## src/lta_cfg.svh

```systemverilog
// Offsets, field positions, reset values and counts of the light alert block.
// Assumes a 32-bit Avalon-MM slave with byte addresses and word-aligned registers.
`ifndef LTA_CFG_SVH
`define LTA_CFG_SVH

// Register byte offsets
`define LTA_OFF_RESULT 8'h00
`define LTA_OFF_SETUP 8'h04
`define LTA_OFF_LOW 8'h08
`define LTA_OFF_HIGH 8'h0c
`define LTA_OFF_STAT 8'h10
`define LTA_OFF_MASK 8'h14
`define LTA_OFF_IDENT 8'h18

// Fields of alert_and_range_setup
`define LTA_RANGE_HI 15
`define LTA_RANGE_LO 12
`define LTA_OVER_BIT 6
`define LTA_UNDER_BIT 5
`define LTA_STICKY_BIT 4
`define LTA_INV_BIT 3
`define LTA_EMASK_BIT 2
`define LTA_FSEL_HI 1
`define LTA_FSEL_LO 0

// Result and limit word layout
`define LTA_EXP_HI 15
`define LTA_EXP_LO 12
`define LTA_MAN_HI 11
`define LTA_RANGE_AUTO 4'hc
`define LTA_EXP_ZERO 4'h0

// Reset values
`define LTA_RANGE_RST 4'hc
`define LTA_STICKY_RST 1'b1
`define LTA_INV_RST 1'b0
`define LTA_EMASK_RST 1'b0
`define LTA_FSEL_RST 2'h0
`define LTA_LOW_RST 16'h0000
`define LTA_HIGH_RST 16'hbfff

// Interrupt status bits
`define LTA_IRQ_OVER 0
`define LTA_IRQ_UNDER 1
`define LTA_IRQ_DONE 2
`define LTA_IRQ_W 3

// Block identity, value is arbitrary
`define LTA_IDENT_VAL 32'h0000a5c3

`endif

```

## src/lta_pkg.sv

```systemverilog
// Types of the light alert block.
// Assumes lta_cfg.svh is on the include path.
`include "lta_cfg.svh"

package lta_pkg;
    typedef struct packed {
        logic wait_bus;
        logic [31:0] rdata;
        logic [15:0] result;
        logic [3:0] range_number;
        logic sticky;
        logic inv;
        logic emask;
        logic [1:0] fault_count_sel;
        logic [15:0] low;
        logic [15:0] high;
        logic over;
        logic under;
        logic [`LTA_IRQ_W-1:0] irq_stat;
        logic [`LTA_IRQ_W-1:0] irq_mask;
        logic irq;
        logic alert_oe;
    } lta_state_t;

    typedef struct packed {
        logic [3:0] count;
    } lta_fault_state_t;
endpackage

```

## src/lta_lux_scale.sv

```systemverilog
// Converts a result or limit word (exponent, 12-bit mantissa) to a common lux scale.
// Assumes the word follows the result register layout; purely combinational.
`include "lta_cfg.svh"
module lta_lux_scale
    import lta_pkg::*;
(
    // Word in
    input wire logic [15:0] word,
    // Scaled value out
    output logic [26:0] lux
);
    always_comb begin
        lux = {15'h0000, word[`LTA_MAN_HI:0]} << word[`LTA_EXP_HI:`LTA_EXP_LO];
    end
endmodule

```

## src/lta_fault_count.sv

```systemverilog
// Consecutive fault counter for one limit; trip pulses when the selected count is met.
// Assumes sample is a one-cycle pulse per conversion on the same clock.
module lta_fault_count
    import lta_pkg::*;
(
    // Clock and reset
    input wire logic core_clk,
    input wire logic rstn,
    // Per conversion
    input wire logic sample,
    input wire logic fault,
    input wire logic [1:0] sel,
    // Count reached
    output logic trip
);
    lta_fault_state_t st;
    lta_fault_state_t next_st;
    logic [3:0] need;

    always_comb begin
        need = 4'h1 << sel;
        next_st = st;
        trip = 1'b0;
        if (sample) begin
            if (fault) begin
                if (st.count + 4'h1 >= need) begin
                    trip = 1'b1;
                    next_st.count = need;
                end else begin
                    next_st.count = st.count + 4'h1;
                end
            end else begin
                next_st.count = 4'h0;
            end
        end
    end

    always_ff @(posedge core_clk) begin
        if (!rstn) begin
            st <= '0;
        end else begin
            st <= next_st;
        end
    end
endmodule

```

## src/lta_top.sv

```systemverilog
// Threshold compare and alert reporting of an ambient light sensor, Avalon-MM slave.
// Assumes result and result_valid come from the conversion engine on core_clk.
// Operation
// - The over flag sets once the result exceeds the high limit for the selected count.
// - With sticky mode off, alert and both flags follow the present comparison by themselves.
// - With sticky mode on (reset value), alert and flags hold until software clears them.
// - With invert off, an alert pulls the alert pin low.
// - With invert on, an alert releases the pin and no alert drives it low.
// - With exponent mask on and a manual range, the read result exponent is zero.
// - Masking touches only the read value; comparisons use the raw result.
// - Fault count codes 0 to 3 need 1, 2, 4 or 8 consecutive faults; reset selects 1.
// - Result and limits are scaled to lux before being compared.
`include "lta_cfg.svh"
module lta_top
    import lta_pkg::*;
(
    // Clock and reset
    input wire logic core_clk,
    input wire logic rstn,
    // Avalon-MM slave
    input wire logic [7:0] address,
    input wire logic read,
    input wire logic write,
    input wire logic [3:0] byteenable,
    input wire logic [31:0] writedata,
    output logic [31:0] readdata,
    output logic waitrequest,
    // Conversion engine
    input wire logic [15:0] result,
    input wire logic result_valid,
    // Status
    output logic over_threshold_hit,
    output logic under_threshold_hit,
    output logic irq,
    // Open-drain alert pin
    output logic alert_out,
    output logic alert_oe
);
    lta_state_t st;
    lta_state_t next_st;
    logic [26:0] res_lux;
    logic [26:0] low_lux;
    logic [26:0] high_lux;
    logic over_fault;
    logic under_fault;
    logic over_trip;
    logic under_trip;
    logic req;
    logic accept;
    logic clear_evt;
    logic [`LTA_IRQ_W-1:0] irq_set;

    // Merge a 16-bit register with the enabled low byte lanes of a write
    function automatic logic [15:0] merge16(input logic [15:0] old, input logic [31:0] wd,
                                            input logic [3:0] be);
        logic [15:0] v;
        v = old;
        if (be[0]) begin
            v[7:0] = wd[7:0];
        end
        if (be[1]) begin
            v[15:8] = wd[15:8];
        end
        return v;
    endfunction

    // Read value of a register, zero for an unmapped address
    function automatic logic [31:0] rd_mux(input lta_state_t s, input logic [7:0] a);
        logic [31:0] v;
        logic [3:0] e;
        v = 32'h0000_0000;
        e = s.result[`LTA_EXP_HI:`LTA_EXP_LO];
        if (s.emask && s.range_number < `LTA_RANGE_AUTO) begin
            e = `LTA_EXP_ZERO;
        end
        case (a)
            `LTA_OFF_RESULT: begin
                v[15:0] = {e, s.result[`LTA_MAN_HI:0]};
            end
            `LTA_OFF_SETUP: begin
                v[`LTA_RANGE_HI:`LTA_RANGE_LO] = s.range_number;
                v[`LTA_OVER_BIT] = s.over;
                v[`LTA_UNDER_BIT] = s.under;
                v[`LTA_STICKY_BIT] = s.sticky;
                v[`LTA_INV_BIT] = s.inv;
                v[`LTA_EMASK_BIT] = s.emask;
                v[`LTA_FSEL_HI:`LTA_FSEL_LO] = s.fault_count_sel;
            end
            `LTA_OFF_LOW: begin
                v[15:0] = s.low;
            end
            `LTA_OFF_HIGH: begin
                v[15:0] = s.high;
            end
            `LTA_OFF_STAT: begin
                v[`LTA_IRQ_W-1:0] = s.irq_stat;
            end
            `LTA_OFF_MASK: begin
                v[`LTA_IRQ_W-1:0] = s.irq_mask;
            end
            `LTA_OFF_IDENT: begin
                v = `LTA_IDENT_VAL;
            end
            default: begin
                v = 32'h0000_0000;
            end
        endcase
        return v;
    endfunction

    // Lux scaling of the raw result and both limits
    lta_lux_scale u_res_scale (
        .word(result),
        .lux(res_lux)
    );
    lta_lux_scale u_low_scale (
        .word(st.low),
        .lux(low_lux)
    );
    lta_lux_scale u_high_scale (
        .word(st.high),
        .lux(high_lux)
    );

    assign over_fault = res_lux > high_lux;
    assign under_fault = res_lux < low_lux;

    // Consecutive fault counters
    lta_fault_count u_over_count (
        .core_clk(core_clk),
        .rstn(rstn),
        .sample(result_valid),
        .fault(over_fault),
        .sel(st.fault_count_sel),
        .trip(over_trip)
    );
    lta_fault_count u_under_count (
        .core_clk(core_clk),
        .rstn(rstn),
        .sample(result_valid),
        .fault(under_fault),
        .sel(st.fault_count_sel),
        .trip(under_trip)
    );

    always_comb begin
        next_st = st;
        req = read || write;
        accept = req && !st.wait_bus;
        clear_evt = accept && read && address == `LTA_OFF_SETUP && st.sticky;
        irq_set = '0;

        // One wait cycle per access, then the answer
        next_st.wait_bus = !(req && st.wait_bus);
        if (req && st.wait_bus && read) begin
            next_st.rdata = rd_mux(st, address);
        end

        if (accept && write) begin
            case (address)
                `LTA_OFF_SETUP: begin
                    if (byteenable[1]) begin
                        next_st.range_number = writedata[`LTA_RANGE_HI:`LTA_RANGE_LO];
                    end
                    if (byteenable[0]) begin
                        next_st.sticky = writedata[`LTA_STICKY_BIT];
                        next_st.inv = writedata[`LTA_INV_BIT];
                        next_st.emask = writedata[`LTA_EMASK_BIT];
                        next_st.fault_count_sel = writedata[`LTA_FSEL_HI:`LTA_FSEL_LO];
                    end
                end
                `LTA_OFF_LOW: begin
                    next_st.low = merge16(st.low, writedata, byteenable);
                end
                `LTA_OFF_HIGH: begin
                    next_st.high = merge16(st.high, writedata, byteenable);
                end
                `LTA_OFF_STAT: begin
                    if (byteenable[0]) begin
                        next_st.irq_stat = st.irq_stat & ~writedata[`LTA_IRQ_W-1:0];
                    end
                end
                `LTA_OFF_MASK: begin
                    if (byteenable[0]) begin
                        next_st.irq_mask = writedata[`LTA_IRQ_W-1:0];
                    end
                end
                default: begin
                    next_st.range_number = st.range_number;
                end
            endcase
        end

        // Raw result is kept; masking applies on read only
        if (result_valid) begin
            next_st.result = result;
            irq_set[`LTA_IRQ_DONE] = 1'b1;
        end

        // Flags: a trip always wins over any clear in the same cycle
        if (over_trip) begin
            next_st.over = 1'b1;
            irq_set[`LTA_IRQ_OVER] = 1'b1;
        end else if (!st.sticky && result_valid && !over_fault) begin
            next_st.over = 1'b0;
        end else if (clear_evt) begin
            next_st.over = 1'b0;
        end
        if (under_trip) begin
            next_st.under = 1'b1;
            irq_set[`LTA_IRQ_UNDER] = 1'b1;
        end else if (!st.sticky && result_valid && !under_fault) begin
            next_st.under = 1'b0;
        end else if (clear_evt) begin
            next_st.under = 1'b0;
        end

        next_st.irq_stat = next_st.irq_stat | irq_set;
        next_st.irq = |(next_st.irq_stat & next_st.irq_mask);
        // Open-drain enable: drive low while alert unless inverted
        next_st.alert_oe = (next_st.over || next_st.under) ^ next_st.inv;
    end

    always_ff @(posedge core_clk) begin
        if (!rstn) begin
            st <= '0;
            st.wait_bus <= 1'b1;
            st.range_number <= `LTA_RANGE_RST;
            st.sticky <= `LTA_STICKY_RST;
            st.inv <= `LTA_INV_RST;
            st.emask <= `LTA_EMASK_RST;
            st.fault_count_sel <= `LTA_FSEL_RST;
            st.low <= `LTA_LOW_RST;
            st.high <= `LTA_HIGH_RST;
            st.alert_oe <= `LTA_INV_RST;
        end else begin
            st <= next_st;
        end
    end

    assign readdata = st.rdata;
    assign waitrequest = st.wait_bus;
    assign over_threshold_hit = st.over;
    assign under_threshold_hit = st.under;
    assign irq = st.irq;
    assign alert_out = 1'b0;
    assign alert_oe = st.alert_oe;
endmodule

```

## config.mk

```make
export PLATFORM = sky130hd
export DESIGN_NAME = lta_top
export DESIGN_NICKNAME = d
export VERILOG_FILES = /design/src/lta_pkg.sv /design/src/lta_lux_scale.sv /design/src/lta_fault_count.sv /design/src/lta_top.sv
export VERILOG_INCLUDE_DIRS = /design/src
export SDC_FILE = /design/constraint.sdc
export NUM_CORES = 1
export LEC_CHECK = 0
export BUFFER_PORTS_ARGS = -buffer_cell sky130_fd_sc_hd__buf_4
export CAP_MARGIN = 25
export CORE_MARGIN = 2
export CORE_UTILIZATION = 42
export CTS_CLUSTER_SIZE = 28
export DETAILED_ROUTE_END_ITERATION = 8
export SETUP_SLACK_MARGIN = 0.1
export SYNTH_ARGS = -nofsm -noshare
export SYNTH_HDL_FRONTEND = slang
export SYNTH_SLANG_ARGS = --single-unit
```

## constraint.sdc

```tcl
create_clock -name core_clk -period 4.7 [get_ports core_clk]
set_input_delay 0.235 -clock core_clk [delete_from_list [all_inputs] [get_ports core_clk]]
set_output_delay 0.235 -clock core_clk [all_outputs]
set_load 0.1 [all_outputs]
```

Word-level counts from Yosys, hierarchy flattened
Cells that the tools add are included.
{"block": "word_totals", "register_bits": 92, "input_bits": 65, "output_inout_bits": 38}
{"block": "op_classes", "n_addsub": 2, "order_cmp": 5, "eq_ne": 6, "n_shift": 4, "mux": 38, "n_bitwise": 5, "reduce_logical": 26}
{"op": "12-bit by 4-bit left shift with 27-bit output", "count": 3}
{"op": "4-bit one-hot mux with 5 select lines", "count": 2}
{"op": "36-bit 2-to-1 mux", "count": 1}
{"op": "16-bit 2-to-1 mux", "count": 2}
{"op": "8-bit 2-to-1 mux", "count": 4}
{"op": "4-bit 2-to-1 mux", "count": 7}
{"op": "27-bit greater-than comparator", "count": 1}
{"op": "27-bit less-than comparator", "count": 1}
{"op": "8-bit by 5-bit equality test with 1-bit output, second input constant", "count": 3}
{"op": "3-bit one-hot mux with 7 select lines", "count": 1}
{"op": "5-bit one-hot mux with 4 select lines", "count": 1}
{"op": "3-bit AND reduction", "count": 6}
{"op": "8-bit by 4-bit equality test with 1-bit output, second input constant", "count": 2}
{"op": "1-bit 2-to-1 mux", "count": 15}
{"op": "3-bit 2-to-1 mux", "count": 4}
{"op": "1-bit logical AND", "count": 11}
{"op": "4-bit by 1-bit adder with 4-bit output, second input constant", "count": 2}
{"op": "8-bit by 3-bit equality test with 1-bit output, second input constant", "count": 1}
{"op": "4-bit >= comparator", "count": 2}
{"op": "8-bit zero test", "count": 1}
{"op": "3-bit AND", "count": 2}
{"op": "6-bit 2-to-1 mux", "count": 1}
{"op": "1-bit zero test", "count": 5}
{"op": "4-bit less-than comparator, second input constant", "count": 1}
{"op": "6 further kinds", "count": 7}

Logic depth before layout (Yosys ltp)
{"block": "logic_depth", "ltp_word": 10, "depth_mapped": 17}

Modules after synthesis
A second synthesis with hierarchy kept.
{"block": "unflattened", "cells_unflattened": 1057, "hier_area_um2": 8345.5}
{"mod": "lta_top", "instances": 1, "cells_per_inst": 636, "area_each_um2": 5371.4, "seq_area_each_um2": 1681.6}
{"mod": "lta_lux_scale", "instances": 3, "cells_per_inst": 113, "area_each_um2": 732.0, "seq_area_each_um2": 0.0}
{"mod": "lta_fault_count", "instances": 2, "cells_per_inst": 41, "area_each_um2": 389.1, "seq_area_each_um2": 80.1}

Least setup slack after synthesis
OpenSTA, ideal clock, no wires.
{"block": "synth_path", "kind": "register to register", "startpoint": "register st[23] (netlist name)", "endpoint": "register alert_oe (netlist name)", "setup_ns": 0.121, "arrival_time_ns": 3.492, "path_slack_ns": 1.087, "stages_incl_launch_ff": 15, "path_buffers": 2, "synth_period_minus_slack_ns": 3.613, "path_cell_list": "dfxtp_1 buf_1 clkbuf_1 nand2_1 o21ai_0 mux2_2 o21ai_0 ha_1 nand4_1 nor4_1 nand2_1 or4_1 o21ai_1 o221ai_2 mux2_4"}
{"block": "synth_between", "elab_chain_cells": 8, "elab_cells_between_ends": 10, "classes_between": "1 x order compare; 1 x shift; 4 x mux; 1 x bitwise; 3 x reduce/logical"}
{"element": "start: declaration", "line": "lta_top.sv:39", "text": "lta_state_t st;"}
{"element": "start signal: assignment", "line": "lta_top.sv:237", "text": "st <= next_st;"}
{"element": "12-bit by 4-bit left shift with 27-bit output (*)", "line": "lta_lux_scale.sv:13", "text": "lux = {15'h0000, word[`LTA_MAN_HI:0]} << word[`LTA_EXP_HI:`LTA_EXP_LO];"}
{"element": "27-bit greater-than comparator (*)", "line": "lta_top.sv:125", "text": "assign over_fault = res_lux > high_lux;"}
{"element": "1-bit zero test", "line": "lta_top.sv:204", "text": "end else if (!st.sticky && result_valid && !over_fault) begin"}
{"element": "1-bit logical AND", "line": "lta_top.sv:204"}
{"element": "1-bit 2-to-1 mux", "line": "lta_top.sv:204"}
{"element": "1-bit 2-to-1 mux (*)", "line": "lta_top.sv:201", "text": "if (over_trip) begin"}
{"element": "1-bit logical OR (*)", "line": "lta_top.sv:221", "text": "next_st.alert_oe = (next_st.over || next_st.under) ^ next_st.inv;"}
{"element": "1-bit bitwise XOR (*)", "line": "lta_top.sv:221"}
Mark *: on every way between the ends. The rest lies on a longest branch, timed or not.
A chain may end at the register's enable or synchronous reset.

Final worst setup path
{"block": "layout_path", "startpoint": "register st[23] (netlist name)", "endpoint": "register alert_oe (netlist name)"}
{"block": "layout_between", "elab_chain_cells": 8, "elab_cells_between_ends": 10, "classes_between": "1 x order compare; 1 x shift; 4 x mux; 1 x bitwise; 3 x reduce/logical"}
{"element": "12-bit by 4-bit left shift with 27-bit output (*)", "line": "lta_lux_scale.sv:13"}
{"element": "27-bit greater-than comparator (*)", "line": "lta_top.sv:125"}
{"element": "1-bit zero test", "line": "lta_top.sv:204"}
{"element": "1-bit logical AND", "line": "lta_top.sv:204"}
{"element": "1-bit 2-to-1 mux", "line": "lta_top.sv:204"}
{"element": "1-bit 2-to-1 mux (*)", "line": "lta_top.sv:201"}
{"element": "1-bit logical OR (*)", "line": "lta_top.sv:221"}
{"element": "1-bit bitwise XOR (*)", "line": "lta_top.sv:221"}
Marked as above.

==> out/metrics.cfg <==
[run_status]
outcome = finished clean

[die]
die_h_um = 137.5
die_w_um = 137.5
core_area_um2 = 17360
ios = 103
row_count = 48
dieArea_um2 = 18900
start_util_pct = 43.10

[global_routing]
grt_first_pass_wirelength_um = 34360
antenna_found_initial = 0
grt_max_degree = 64
grt_remaining_overflow = 0
track_usage_pct = 23.73
grt_pass1_vias = 6210

[route]
drtPass1Iterations = 7
vias = 6802
wl_um = 21900
drt_iter0_drc = 596
viasPerCell = 5.673
drc = 0
post_drt_wl_per_cell_um = 18.26
detail-route-antenna-nets = 0

[layout]
final_cell_mix = nand2_1, nor2_1, mux2i_1
mostFrequentLayoutCell = nand2_1
design_area_um2 = 8224
diodes = 0
drive_gt1_share_pct = 13.76
area_growth_pct = 9.935
regArea_um2 = 1842
nets = 1094
multi_input_area_um2 = 5174
fillers = 1809
final_cells = 1199

[sta]
finalClockSkew_ns = 0.01076
final-max-slew-violation-count = 0
hold_viol_final = 0
fin_crit_sh_pct = 91.49
maxSlewHeadroom_pct = 37.37
rsz0062_at_grt = false
finalSetupTns_ns = 0
tightestPinTransition_ns = 0.9382
holdWs_ns = 0.1116
max_clock_freq_mhz = 232.6
finalSetupViolCount = 0
min_period_ns = 4.300

[clocking]
cts_inserted_buffers = 9
insertion_delay_ns = 0.34
postCtsSetupBuffers = 0
ctsLongestPathBuffers = 2
cts_tree = yes
ctsResizeCount = 0
cts.sinks = 92
cts_hold_buf = 0
root_buffer = clkbuf_16
clk_pin_slew_ns = 0.07
htree_levels = 3

[synthesis]
async_reset_ff_share_pct = 0
synth_area_um2 = 7481
yosys_warnings = 0
synth.distinct_cells = 66
synth_top_cell_area_share_pct = 24.62
ys_seq_area_share_pct = 24.62
synth.avg_cell_area_um2 = 7.866
synth_enable_flop_cells = 0
ys_seq_elements = 92
postSynthCellCount = 951
synth_top_cell_by_area = dfxtp_1
synth_flop_cell = dfxtp_1
synth_area_leaders = dfxtp_1, mux2i_1, ha_1, nand2_1, nor2_1

[setup_path]
worstSetupPathType = reg2reg
r2r_slack_ns = 0.40
required_ns = 4.93
crit_arrival_ns = 4.53
start_kind = flip-flop
end_kind = flip-flop
worst-path-max-fanout = 16

[pwr]
p_leak_nw = 3.550
p_clk_share_pct = 35.0
powerDensity_nw_per_um2 = 254.6
peakVddDrop_mv = 0.1947
combPwrFrac_pct = 25.5
p_int_mw = 1.391
p_sw_mw = 0.7030
seq_power_share_pct = 39.5
power_mw = 2.094
swShare_pct = 33.57

[placement]
routabilityCongestion = 0.9131
dp_hpwl_um = 17350
io_buffers = 67
dpl_cell_area_um2 = 7924
post-place-cells = 1183

[flow_run]
cap_violations = 0

[worst_hold_path]
hold_path_class = in2reg

[power by group through the flow]
| stage | Clock, mW | Combinational (mW) | Sequential [mW] |
|---|---|---|---|
| after floorplan | 0 | 0.385 | 0.868 |
| after global placement | 0 | 0.526 | 0.845 |
| after detailed placement | 0 | 0.530 | 0.845 |
| after CTS | 0.746 | 0.531 | 0.827 |
| after global routing | 0.774 | 0.579 | 0.830 |
| final | 0.733 | 0.533 | 0.828 |
[logic make-up after synthesis]
kind of cell	Yosys count	synth area share [%]
simple gates	370	22.63
compound gates	191	16.12
mux	130	18.67
buf+inv	100	7.024
flops	92	24.62
fa+ha+maj	61	10.19
xor+xnor	6	0.7026
other cells	1	0.05013
[per-layer routing]
layer | share of wire [%] | global-route usage (%) | vias to the layer above
li1 | - | - | 3391
met1 | 50 | 35.84 | 3168
met2 | 43 | 35.66 | 223
met3 | 6.4 | 3.679 | 20
met4 | 1.2 | 4.353 | 0
met5 | 0 | 0 | -
[sequential cells by signal (all words and copies together), names as in the netlist]
signal and flops:
under_threshold_hit 1, alert_oe 1, irq 1, u_over_count.st 4, waitrequest 1, readdata 16
st 63, u_under_count.st 4, over_threshold_hit 1
[worst max-delay path, stage by stage, from the launching register on]
cell	delay (ns)
dfxtp_1	0.73
buf_4	0.26
nand2_1	0.05
o21ai_0	0.41
mux2_2	0.28
o21ai_0	0.08
ha_1	0.35
nand4_1	0.10
nor4_1	0.39
nand2_1	0.16
or4_1	0.54
o21ai_1	0.31
o221ai_2	0.20
mux2_4	0.32
[cell usage after synthesis (all sizes together) (6+ instances only)]
cell type	instances
nand2	122
nor2	111
mux2i	105
dfxtp	92
a21oi	63
ha	60
o21ai	51
buf	48
nand3	44
clkbuf	37
mux2	20
nor3	18
nor2b	17
inv	15
nand2b	14
a22oi	13
and2	12
a21o	10
a211oi	9
a221oi	9
a31oi	7
and3	7
or2	7
nand4	6
[through the flow]
step,util [%],setup slack (ns)
after floorplan,-,1.087
after global placement,45.65,0.5511
after detailed placement,45.65,0.4934
after CTS,47.38,0.4790
after global routing,47.38,0.2028
final,47.38,0.4000
[cell type report]
cell class	instances	share of cell area, %
multi-input cells	775	62.91
well taps	225	3.423
inverters	15	0.6846
flip-flops and latches	92	22.39
clock buffers	10	2.784
clock inverters	6	0.8672
repair buffers	76	6.937
[path summary, 6_finish.rpt]
path,to,start,cells after the start
hold reg to reg,u_over_count.st[3],u_over_count.st[3],2
setup reg to reg,alert_oe,st[23],13
setup / recovery,alert_oe,st[23],13
hold / removal,st[15],writedata[5],3
Note: power is estimated with default switching activity, not from simulation.
